## src/rtl/nib_exec_pkg.sv

```systemverilog
// package: constants, opcodes, register map and carrier types for the nibble executor
package nib_exec_pkg;

	// ****************************************
	// widths
	// ****************************************
	localparam int INSTR_W = 16;
	localparam int NIB_W = 4;
	localparam int MADDR_W = 7;
	localparam int PC_W = 11;
	localparam int BUS_AW = 8;
	localparam int BUS_DW = 16;
	localparam int MEM_WORDS = 128;

	// ****************************************
	// instruction encodings
	// ****************************************
	localparam logic [15:0] OPC_FORCE_CARRY = 16'h5040;  // whole word
	localparam logic [11:0] OPC_WRITE_PMF = 12'h160;     // word bits 15:4
	localparam logic [8:0] OPC_SHL_ZERO = 9'h098;        // word bits 15:7
	localparam logic [8:0] OPC_SHR_ZERO = 9'h09a;
	localparam logic [8:0] OPC_SKIP_BIT0 = 9'h110;
	localparam logic [8:0] OPC_SKIP_BIT1 = 9'h111;

	// ****************************************
	// field positions and program counter steps
	// ****************************************
	localparam int PMF_WDT_BIT = 3;    // immediate bit that picks the slow watchdog clock
	localparam int FLAG_CARRY_BIT = 0;
	localparam int FLAG_ZERO_BIT = 1;
	localparam logic [PC_W-1:0] PC_STEP = 11'h001;
	localparam logic [PC_W-1:0] PC_SKIP = 11'h002;

	// ****************************************
	// register map (addresses below 8'h80 reach the data memory)
	// ****************************************
	localparam logic [BUS_AW-1:0] REG_FLAGS = 8'h80;
	localparam logic [BUS_AW-1:0] REG_ACC = 8'h81;
	localparam logic [BUS_AW-1:0] REG_PMF = 8'h82;
	localparam logic [BUS_AW-1:0] REG_PC = 8'h83;
	localparam int MEM_SEL_BIT = 7;

	// ****************************************
	// reset values
	// ****************************************
	localparam logic [PC_W-1:0] RST_PC = 11'h000;
	localparam logic [NIB_W-1:0] RST_ACC = 4'h0;
	localparam logic RST_CARRY = 1'b0;
	localparam logic RST_ZERO = 1'b0;
	localparam logic RST_WDT_SEL = 1'b0;

	// ****************************************
	// carrier types
	// ****************************************
	typedef enum logic [2:0] {
		OP_OTHER,
		OP_FORCE_CARRY,
		OP_WRITE_PMF,
		OP_SHL_ZERO,
		OP_SHR_ZERO,
		OP_SKIP_BIT0,
		OP_SKIP_BIT1
	} op_e;

	typedef struct packed {
		op_e op;
		logic [MADDR_W-1:0] addr;
		logic [NIB_W-1:0] imm;
	} dec_s;

	typedef struct packed {
		logic [NIB_W-1:0] value;
		logic carry;
		logic zero;
		logic skip;
	} exec_res_s;

	typedef struct packed {
		logic we;
		logic [MADDR_W-1:0] addr;
		logic [NIB_W-1:0] data;
	} mem_wr_s;

endpackage

```

## src/rtl/nib_instr_decode.sv

```systemverilog
// instruction decoder and shift / skip datapath for one fetched word
`timescale 1ns/100ps

module nib_instr_decode
	import nib_exec_pkg::*;
(
	input wire logic [nib_exec_pkg::INSTR_W-1:0] i_instr,
	input wire logic [nib_exec_pkg::NIB_W-1:0] i_operand,
	output nib_exec_pkg::dec_s o_dec,
	output nib_exec_pkg::exec_res_s o_res
);
	import nib_exec_pkg::*;

	// opcode match; anything not listed falls to OP_OTHER
	function automatic op_e decode_op(input logic [INSTR_W-1:0] w);
		op_e op;
		op = OP_OTHER;
		if (w == OPC_FORCE_CARRY)
			op = OP_FORCE_CARRY;
		else if (w[15:4] == OPC_WRITE_PMF)
			op = OP_WRITE_PMF;
		else if (w[15:7] == OPC_SHL_ZERO)
			op = OP_SHL_ZERO;
		else if (w[15:7] == OPC_SHR_ZERO)
			op = OP_SHR_ZERO;
		else if (w[15:7] == OPC_SKIP_BIT0)
			op = OP_SKIP_BIT0;
		else if (w[15:7] == OPC_SKIP_BIT1)
			op = OP_SKIP_BIT1;
		return op;
	endfunction

	wire op_e op_w = decode_op(i_instr);
	wire logic [NIB_W-1:0] shl_w = {i_operand[2:0], 1'b0};
	wire logic [NIB_W-1:0] shr_w = {1'b0, i_operand[3:1]};
	wire logic is_left_w = (op_w == OP_SHL_ZERO);
	wire logic [NIB_W-1:0] shifted_w = is_left_w ? shl_w : shr_w;

	// operand address comes straight from the low seven instruction bits
	assign o_dec.op = op_w;
	assign o_dec.addr = i_instr[MADDR_W-1:0];
	assign o_dec.imm = i_instr[NIB_W-1:0];

	// results: the carry takes the bit that falls off the end
	assign o_res.value = shifted_w;
	assign o_res.carry = is_left_w ? i_operand[3] : i_operand[0];
	assign o_res.zero = (shifted_w == 4'h0);
	assign o_res.skip = ((op_w == OP_SKIP_BIT0) && i_operand[0])
		|| ((op_w == OP_SKIP_BIT1) && i_operand[1]);

endmodule

```

## src/rtl/nib_data_ram.sv

```systemverilog
// data memory of nibbles: one write port, two asynchronous read ports
`timescale 1ns/100ps

module nib_data_ram
	import nib_exec_pkg::*;
#(
	parameter int WORDS = nib_exec_pkg::MEM_WORDS
)
(
	input wire logic i_clk,
	input wire nib_exec_pkg::mem_wr_s i_wr,
	input wire logic [nib_exec_pkg::MADDR_W-1:0] i_raddr_a,
	input wire logic [nib_exec_pkg::MADDR_W-1:0] i_raddr_b,
	output logic [nib_exec_pkg::NIB_W-1:0] o_rdata_a,
	output logic [nib_exec_pkg::NIB_W-1:0] o_rdata_b
);
	import nib_exec_pkg::*;

	logic [NIB_W-1:0] mem [WORDS];

	// contents are not reset: the core clears memory in software if it needs to
	always_ff @(posedge i_clk)
	begin
		if (i_wr.we)
			mem[i_wr.addr] <= i_wr.data;
	end

	// port a feeds the executing instruction, port b the register bus
	assign o_rdata_a = mem[i_raddr_a];
	assign o_rdata_b = mem[i_raddr_b];

endmodule

```

## src/rtl/nib_exec_core.sv

```systemverilog
// executor for carry set, parameter flag write, zero-fill shifts and bit skips
`timescale 1ns/100ps

// Summary of operation
// - force carry to one, other flags untouched
// - immediate bit 3 selects slow watchdog clock
// - left shift, old bit 3 to carry
// - right shift, old bit 0 to carry
// - shift operand addressed by instruction bits 6:0
// - bit 0 set skips, program counter plus two
// - bit 1 set skips, program counter plus two
module nib_exec_core
	import nib_exec_pkg::*;
(
	input wire logic i_clk,
	input wire logic i_rst_n,
	input wire logic i_exec,
	input wire logic [nib_exec_pkg::INSTR_W-1:0] i_instr,
	input wire logic [nib_exec_pkg::BUS_AW-1:0] i_addr,
	input wire logic [nib_exec_pkg::BUS_DW-1:0] i_wdata,
	input wire logic i_wr,
	input wire logic i_rd,
	output logic [nib_exec_pkg::BUS_DW-1:0] o_rdata,
	output logic o_carry_flag,
	output logic o_zero_flag,
	output logic [nib_exec_pkg::NIB_W-1:0] o_accumulator_nibble,
	output logic [nib_exec_pkg::PC_W-1:0] o_program_counter,
	output logic o_wdt_slow_clk_sel,
	output logic o_exec_done,
	output logic o_unknown_instr
);
	import nib_exec_pkg::*;

	// ****************************************
	// state
	// ****************************************
	logic carry_r;
	logic zero_r;
	logic [NIB_W-1:0] acc_r;
	logic [PC_W-1:0] pc_r;
	logic wdt_sel_r;
	logic done_r;
	logic unknown_r;
	logic [BUS_DW-1:0] rdata_r;

	logic carry_nxt;
	logic zero_nxt;
	logic [NIB_W-1:0] acc_nxt;
	logic [PC_W-1:0] pc_nxt;
	logic wdt_sel_nxt;
	logic [BUS_DW-1:0] rdata_nxt;

	dec_s dec;
	exec_res_s res;
	mem_wr_s mem_wr;
	logic [NIB_W-1:0] operand;
	logic [NIB_W-1:0] bus_mem_rdata;

	// ****************************************
	// decode and datapath
	// ****************************************
	nib_instr_decode u_decode
	(
		.i_instr(i_instr),
		.i_operand(operand),
		.o_dec(dec),
		.o_res(res)
	);

	nib_data_ram #(
		.WORDS(MEM_WORDS)
	) u_ram
	(
		.i_clk(i_clk),
		.i_wr(mem_wr),
		.i_raddr_a(dec.addr),
		.i_raddr_b(i_addr[MADDR_W-1:0]),
		.o_rdata_a(operand),
		.o_rdata_b(bus_mem_rdata)
	);

	// ****************************************
	// strobes
	// ****************************************
	wire logic do_setc = i_exec && (dec.op == OP_FORCE_CARRY);
	wire logic do_pmf = i_exec && (dec.op == OP_WRITE_PMF);
	wire logic do_shift = i_exec && ((dec.op == OP_SHL_ZERO) || (dec.op == OP_SHR_ZERO));
	wire logic do_skip = i_exec && ((dec.op == OP_SKIP_BIT0) || (dec.op == OP_SKIP_BIT1));
	wire logic do_other = i_exec && (dec.op == OP_OTHER);

	// bus side decode; the memory region is the lower half of the map
	wire logic bus_is_mem = !i_addr[MEM_SEL_BIT];
	wire logic wr_flags = i_wr && (i_addr == REG_FLAGS);
	wire logic wr_acc = i_wr && (i_addr == REG_ACC);
	wire logic wr_pmf = i_wr && (i_addr == REG_PMF);
	wire logic wr_pc = i_wr && (i_addr == REG_PC);
	wire logic wr_mem = i_wr && bus_is_mem;

	// ****************************************
	// next-state selection
	// ****************************************
	// an executing instruction wins over a bus write in the same cycle,
	// so software never silently undoes a flag the core just produced
	assign carry_nxt = do_setc ? 1'b1 :
		do_shift ? res.carry :
		wr_flags ? i_wdata[FLAG_CARRY_BIT] : carry_r;
	assign zero_nxt = do_shift ? res.zero :
		wr_flags ? i_wdata[FLAG_ZERO_BIT] : zero_r;
	assign acc_nxt = do_shift ? res.value :
		wr_acc ? i_wdata[NIB_W-1:0] : acc_r;
	// reserved immediate bits 2:0 are simply not stored
	assign wdt_sel_nxt = do_pmf ? dec.imm[PMF_WDT_BIT] :
		wr_pmf ? i_wdata[PMF_WDT_BIT] : wdt_sel_r;
	// every instruction advances by one; a taken skip by two
	assign pc_nxt = i_exec ? (pc_r + (res.skip ? PC_SKIP : PC_STEP)) :
		wr_pc ? i_wdata[PC_W-1:0] : pc_r;

	// memory write: shift result back to the addressed nibble, else the bus
	assign mem_wr.we = do_shift || wr_mem;
	assign mem_wr.addr = do_shift ? dec.addr : i_addr[MADDR_W-1:0];
	assign mem_wr.data = do_shift ? res.value : i_wdata[NIB_W-1:0];

	// read mux; reserved and unmapped bits read as zero
	assign rdata_nxt = bus_is_mem ? {12'h000, bus_mem_rdata} :
		(i_addr == REG_FLAGS) ? {14'h0000, zero_r, carry_r} :
		(i_addr == REG_ACC) ? {12'h000, acc_r} :
		(i_addr == REG_PMF) ? {12'h000, wdt_sel_r, 3'h0} :
		(i_addr == REG_PC) ? {5'h00, pc_r} : 16'h0000;

	// ****************************************
	// registers
	// ****************************************
	// architectural state, updated by executed instructions and by bus writes
	always_ff @(posedge i_clk)
	begin
		if (!i_rst_n)
		begin
			carry_r <= RST_CARRY;
			zero_r <= RST_ZERO;
			acc_r <= RST_ACC;
			pc_r <= RST_PC;
			wdt_sel_r <= RST_WDT_SEL;
		end
		else
		begin
			carry_r <= carry_nxt;
			zero_r <= zero_nxt;
			acc_r <= acc_nxt;
			pc_r <= pc_nxt;
			wdt_sel_r <= wdt_sel_nxt;
		end
	end

	// completion pulse and bus read data, each valid for one cycle
	always_ff @(posedge i_clk)
	begin
		if (!i_rst_n)
		begin
			done_r <= 1'b0;
			unknown_r <= 1'b0;
			rdata_r <= 16'h0000;
		end
		else
		begin
			done_r <= i_exec;
			unknown_r <= do_other;
			rdata_r <= i_rd ? rdata_nxt : 16'h0000;
		end
	end

	assign o_rdata = rdata_r;
	assign o_carry_flag = carry_r;
	assign o_zero_flag = zero_r;
	assign o_accumulator_nibble = acc_r;
	assign o_program_counter = pc_r;
	assign o_wdt_slow_clk_sel = wdt_sel_r;
	assign o_exec_done = done_r;
	assign o_unknown_instr = unknown_r;

	// ****************************************
	// assertions
	// ****************************************
	a_setc_carry_high: assert property (
		@(posedge i_clk) disable iff (!i_rst_n)
		do_setc |=> carry_r)
		else $error("carry not forced high");

	a_setc_zero_kept: assert property (
		@(posedge i_clk) disable iff (!i_rst_n)
		(do_setc && !wr_flags && !wr_acc) |=>
			(zero_r == $past(zero_r)) && (acc_r == $past(acc_r)))
		else $error("force carry disturbed other state");

	a_pmf_wdt_select: assert property (
		@(posedge i_clk) disable iff (!i_rst_n)
		do_pmf |=> (wdt_sel_r == $past(i_instr[PMF_WDT_BIT])))
		else $error("watchdog clock select not taken from immediate bit 3");

	a_shl_result: assert property (
		@(posedge i_clk) disable iff (!i_rst_n)
		(i_exec && dec.op == OP_SHL_ZERO) |=>
			(acc_r == {$past(operand[2:0]), 1'b0}) && (carry_r == $past(operand[3])))
		else $error("left shift result or carry wrong");

	a_shr_result: assert property (
		@(posedge i_clk) disable iff (!i_rst_n)
		(i_exec && dec.op == OP_SHR_ZERO) |=>
			(acc_r == {1'b0, $past(operand[3:1])}) && (carry_r == $past(operand[0])))
		else $error("right shift result or carry wrong");

	a_shift_mem_addr: assert property (
		@(posedge i_clk) disable iff (!i_rst_n)
		do_shift |-> mem_wr.we && (mem_wr.addr == i_instr[6:0]) && (mem_wr.data == res.value))
		else $error("shift result not written to the addressed nibble");

	a_skip_bit0: assert property (
		@(posedge i_clk) disable iff (!i_rst_n)
		(i_exec && dec.op == OP_SKIP_BIT0) |=>
			(pc_r == PC_W'($past(pc_r) + ($past(operand[0]) ? 11'd2 : 11'd1))))
		else $error("bit 0 skip advanced the counter wrongly");

	a_skip_bit1: assert property (
		@(posedge i_clk) disable iff (!i_rst_n)
		(i_exec && dec.op == OP_SKIP_BIT1) |=>
			(pc_r == PC_W'($past(pc_r) + ($past(operand[1]) ? 11'd2 : 11'd1))))
		else $error("bit 1 skip advanced the counter wrongly");

	a_shift_zero_flag: assert property (
		@(posedge i_clk) disable iff (!i_rst_n)
		do_shift |=> o_exec_done && (zero_r == (acc_r == 4'h0)))
		else $error("zero flag or completion wrong after shift");

	// side effects: an instruction leaves alone whatever it does not name
	a_setc_wdt_kept: assert property (
		@(posedge i_clk) disable iff (!i_rst_n)
		(do_setc && !wr_pmf) |=> (wdt_sel_r == $past(wdt_sel_r)))
		else $error("force carry disturbed the parameter flags");

	a_setc_mem_kept: assert property (
		@(posedge i_clk) disable iff (!i_rst_n)
		do_setc |-> (mem_wr.we == wr_mem))
		else $error("force carry wrote the data memory");

	a_pmf_reserved_zero: assert property (
		@(posedge i_clk) disable iff (!i_rst_n)
		(i_rd && (i_addr == REG_PMF)) |=> (o_rdata == {12'h000, $past(wdt_sel_r), 3'h0}))
		else $error("reserved parameter bits did not read as zero");

	a_pmf_flags_kept: assert property (
		@(posedge i_clk) disable iff (!i_rst_n)
		(do_pmf && !wr_flags && !wr_acc) |=>
			(carry_r == $past(carry_r)) && (zero_r == $past(zero_r)) &&
			(acc_r == $past(acc_r)))
		else $error("parameter flag write disturbed carry, zero or accumulator");

	a_shl_mem_data: assert property (
		@(posedge i_clk) disable iff (!i_rst_n)
		(i_exec && (dec.op == OP_SHL_ZERO)) |->
			mem_wr.we && (mem_wr.data == {operand[2:0], 1'b0}))
		else $error("left shift result not stored to memory");

	a_shr_mem_data: assert property (
		@(posedge i_clk) disable iff (!i_rst_n)
		(i_exec && (dec.op == OP_SHR_ZERO)) |->
			mem_wr.we && (mem_wr.data == {1'b0, operand[3:1]}))
		else $error("right shift result not stored to memory");

	a_shift_no_skip: assert property (
		@(posedge i_clk) disable iff (!i_rst_n)
		do_shift |=> (pc_r == PC_W'($past(pc_r) + 11'd1)))
		else $error("shift did not step the counter by one");

	a_skip_state_kept: assert property (
		@(posedge i_clk) disable iff (!i_rst_n)
		(do_skip && !i_wr) |=>
			(carry_r == $past(carry_r)) && (zero_r == $past(zero_r)) &&
			(acc_r == $past(acc_r)))
		else $error("skip disturbed carry, zero or accumulator");

	a_skip_mem_kept: assert property (
		@(posedge i_clk) disable iff (!i_rst_n)
		do_skip |-> (mem_wr.we == wr_mem))
		else $error("skip wrote the data memory");

	// timing: one cycle per instruction, pulses only when earned
	a_flag_ops_step: assert property (
		@(posedge i_clk) disable iff (!i_rst_n)
		(do_setc || do_pmf || do_other) |=> (pc_r == PC_W'($past(pc_r) + 11'd1)))
		else $error("non-skip instruction did not step the counter by one");

	a_exec_done_high: assert property (
		@(posedge i_clk) disable iff (!i_rst_n)
		i_exec |=> o_exec_done)
		else $error("instruction took more than one cycle");

	a_exec_done_low: assert property (
		@(posedge i_clk) disable iff (!i_rst_n)
		!i_exec |=> !o_exec_done)
		else $error("completion pulse without an instruction");

	a_unknown_pulse: assert property (
		@(posedge i_clk) disable iff (!i_rst_n)
		do_other |=> o_unknown_instr)
		else $error("undecoded word not flagged");

	a_unknown_quiet: assert property (
		@(posedge i_clk) disable iff (!i_rst_n)
		!do_other |=> !o_unknown_instr)
		else $error("decoded instruction flagged as unknown");

endmodule

```

## config.mk

```make
export PLATFORM = sky130hd
export DESIGN_NAME = nib_exec_core
export DESIGN_NICKNAME = d
export VERILOG_FILES = /design/src/rtl/nib_exec_pkg.sv /design/src/rtl/nib_instr_decode.sv /design/src/rtl/nib_data_ram.sv /design/src/rtl/nib_exec_core.sv
export SDC_FILE = /design/constraint.sdc
export NUM_CORES = 1
export LEC_CHECK = 0
export ABC_AREA = 1
export ABC_CLOCK_PERIOD_IN_PS = 12200
export BUFFER_PORTS_ARGS = -buffer_cell sky130_fd_sc_hd__buf_4
export CORE_UTILIZATION = 35
export DETAILED_ROUTE_END_ITERATION = 8
export PLACE_DENSITY_LB_ADDON = 0.12
export SYNTH_ARGS = -nofsm -noshare
export SYNTH_HDL_FRONTEND = slang
export SYNTH_SLANG_ARGS = --single-unit
```

## constraint.sdc

```tcl
create_clock -name i_clk -period 12.2 [get_ports i_clk]
set_input_delay 0.61 -clock i_clk [delete_from_list [all_inputs] [get_ports i_clk]]
set_output_delay 0.61 -clock i_clk [all_outputs]
set_load 0.05 [all_outputs]
```

==> metrics.yaml <==
outcome:
  status: "complete, no violations"
die:
  core_area_mm2: 0.0776
  ios: 81
  die_area_mm2: 0.0797
  fp.dieW_um: 282
  start_util_pct: 35.5
  fp.dieH_um: 282
  placement_rows: 102
timing:
  rsz0062_at_grt: "no"
  slew_viol_final: 0
  period_needed_ns: 5.41
  tightest_slew_ns: 1.27
  fmax_mhz: 185
  slew_headroom_pct: 15.3
  fin_worst_skew_ns: 0.0349
  fin_ws_ns: 6.79
  setup_viol: 0
  post-route-period-util_pct: 44.4
  holdWs_ns: 0.237
  finalHoldViolCount: 0
  tns_ns: 0
routing:
  drtPass1Iterations: 6
  drtAntennaViolNets: 0
  avgRoutedWirePerCell_um: 25.1
  remaining_drc_errors: 0
  avgViaCountPerCell: 5.71
  via_count: 23099
  drtIter0Drc: 2532
  totalWireLength_mm: 102
clocking:
  postCtsSetupRepairBufs: 0
  hold_buffers: 0
  cts_resized: 0
  clock-sinks: 543
  clk_path_buf_depth: 3
  cts_root_buf: "clkbuf_16"
  cts-htree-levels: 2
  cts_tree: "built"
  cts_inserted_buffers: 59
  clkTransAtPathRegs_ns: 0.06
  clock_latency_ns: 0.65
setup_path:
  arrival_ns: 5.93
  worstPathMaxFanout: 49
  path_class: "primary input to register"
  startpoint_type: "primary input"
  cp.required_ns: 12.72
  end_kind: "register"
placed_design:
  port-buffer-count: 70
  placedCellCount: 3934
  gp_congestion: 0.875
  place_worst_setup_slack_ns: 6.28
  hpwl_mm: 61.2
  place_area_mm2: 0.0288
logic_synthesis:
  ys_warn_count: 0
  async_flop_share_pct: 0
  ys_seq_elements: 543
  synth_edf_count: 512
  synth_cell_type_count: 54
  syn_area_mm2: 0.0275
  synthCells: 2974
  ys_dominant_reg_cell: "edfxtp_1"
  syn_avg_cell_area_um2: 9.25
  yosysSeqAreaShare_pct: 58.1
finish:
  final_core_util_pct: 39.6
  drive_above_1_share_pct: 9.35
  diodes: 0
  stdcell_area_mm2: 0.0307
  final_common_cell: "nand2_1"
  final_cell_mix: "833 x nand2_1, 512 x edfxtp_1, 426 x nand3_1, 216 x nor2_1, 198 x inv_1"
  final_nets: 3003
  finalNonFillerCells: 4046
  syn_to_final_growth_pct: 11.6
min_path:
  min_path_type: "primary input to register"
grt:
  grt_util_met3_pct: 4.49
  grt_max_degree: 78
  gr-total-overflow: 0
  use_met2_pct: 42.3
  grtUsageMet1_pct: 32.9
  grt_antenna_before_repair: 1
  grtUsageTotal_pct: 25.3
  top_usage_layer: "met2"
  grt_pass1_vias: 22445
  grt_pass1_wl_mm: 149
power:
  p_total_mw: 4.29
  power_density_mw_per_mm2: 140
  irDropWorstVdd_v: 0.000103
  p_leak_nw: 11.1
job:
  drv_cap: 0
==> report_power, final <==
group / internal (mW) / switching, mW
clock: 1.05 / 0.773
sequential: 2.04 / 0.00320
combinational: 0.102 / 0.327
total: 3.19 / 1.10
==> critical path, cell delays in order <==
cell and delay [ns]:
buf_4 0.28, inv_4 0.31, buf_4 0.64, buf_4 0.61, nand3_1 0.14, nand3_1 0.16, nand3_1 0.10, nand3_1 0.17
nand3_1 0.23, nand2_1 0.21, nand2_1 0.11, nand2_1 0.11, or3_1 0.10, nand2_1 0.05, nand2_1 0.14, ha_1 0.20
inv_1 0.06, fa_1 0.44, nor2_1 0.16, nand2_1 0.06, nor2_1 0.13, nand3_1 0.13, nor3_1 0.20, nand2_1 0.09
xor2_1 0.15, o21ai_0 0.14, a21oi_1 0.08
==> cells in the mapped netlist, drive strengths merged, types with 6 or more instances <==
master | number | area share, %
nor3 | 23 | 0.56
inv | 217 | 3.0
or2 | 6 | 0.14
a22oi | 92 | 2.5
nand3 | 427 | 7.8
buf | 140 | 2.7
dfxtp | 31 | 2.3
o211ai | 62 | 1.7
a31oi | 11 | 0.25
o2111ai | 19 | 0.60
nor2 | 230 | 3.4
nand2 | 857 | 12
o22ai | 31 | 0.70
a21oi | 57 | 1.0
clkbuf | 55 | 0.75
edfxtp | 512 | 56
o21ai | 101 | 2.0
a41oi | 13 | 0.41
nand4 | 48 | 1.1
a221oi | 8 | 0.25
==> registers in the layout, summed over array words and instances (netlist names) <==
| signal | count |
|---|---|
| o_accumulator_nibble | 4 |
| o_carry_flag | 1 |
| o_exec_done | 1 |
| o_program_counter | 11 |
| o_rdata | 11 |
| o_unknown_instr | 1 |
| o_wdt_slow_clk_sel | 1 |
| o_zero_flag | 1 |
| u_ram.mem | 512 |
==> final timing paths <==
kind	cells past startpoint	to	slack, ns	from
max	27	o_program_counter[10]	6.79	i_instr[1]
min	3	o_program_counter[5]	0.24	i_wdata[5]
max reg2reg	24	o_program_counter[10]	8.25	u_ram.mem[56][1]
min reg2reg	2	o_program_counter[10]	0.49	o_program_counter[10]
==> routing by layer <==
metal,wire [um],vias to the layer above
met2,48200,1172
li1,-,10349
met4,3680,2
met5,11,-
met1,41300,11327
met3,8570,249
==> cells by family (layout without fill, tap and decap cells) <==
kind of cell	Yosys count	count (layout)	share of synthesized area, %
AO/OA/AOI/OAI	414	414	10.1
XOR/XNOR	2	2	0.0637
other	1	5	0.0136
AND/OR/NAND/NOR	1596	1596	25.1
adder cells (fa/ha/maj)	3	3	0.164
buffers and inverters	415	443	6.50
flip-flops	543	543	58.1
==> cell type report <==
type                            instances  area, um2
Fill cell                            7672      46900
Sequential cell                       543      16000
Multi-Input combinational cell       2020       9800
Clock buffer                           70       1540
Tap cell                             1040       1300
Timing Repair Buffer                  111        841
Inverter                              220        838
Clock inverter                         42        395
Note: power is estimated with default switching activity, not from simulation.
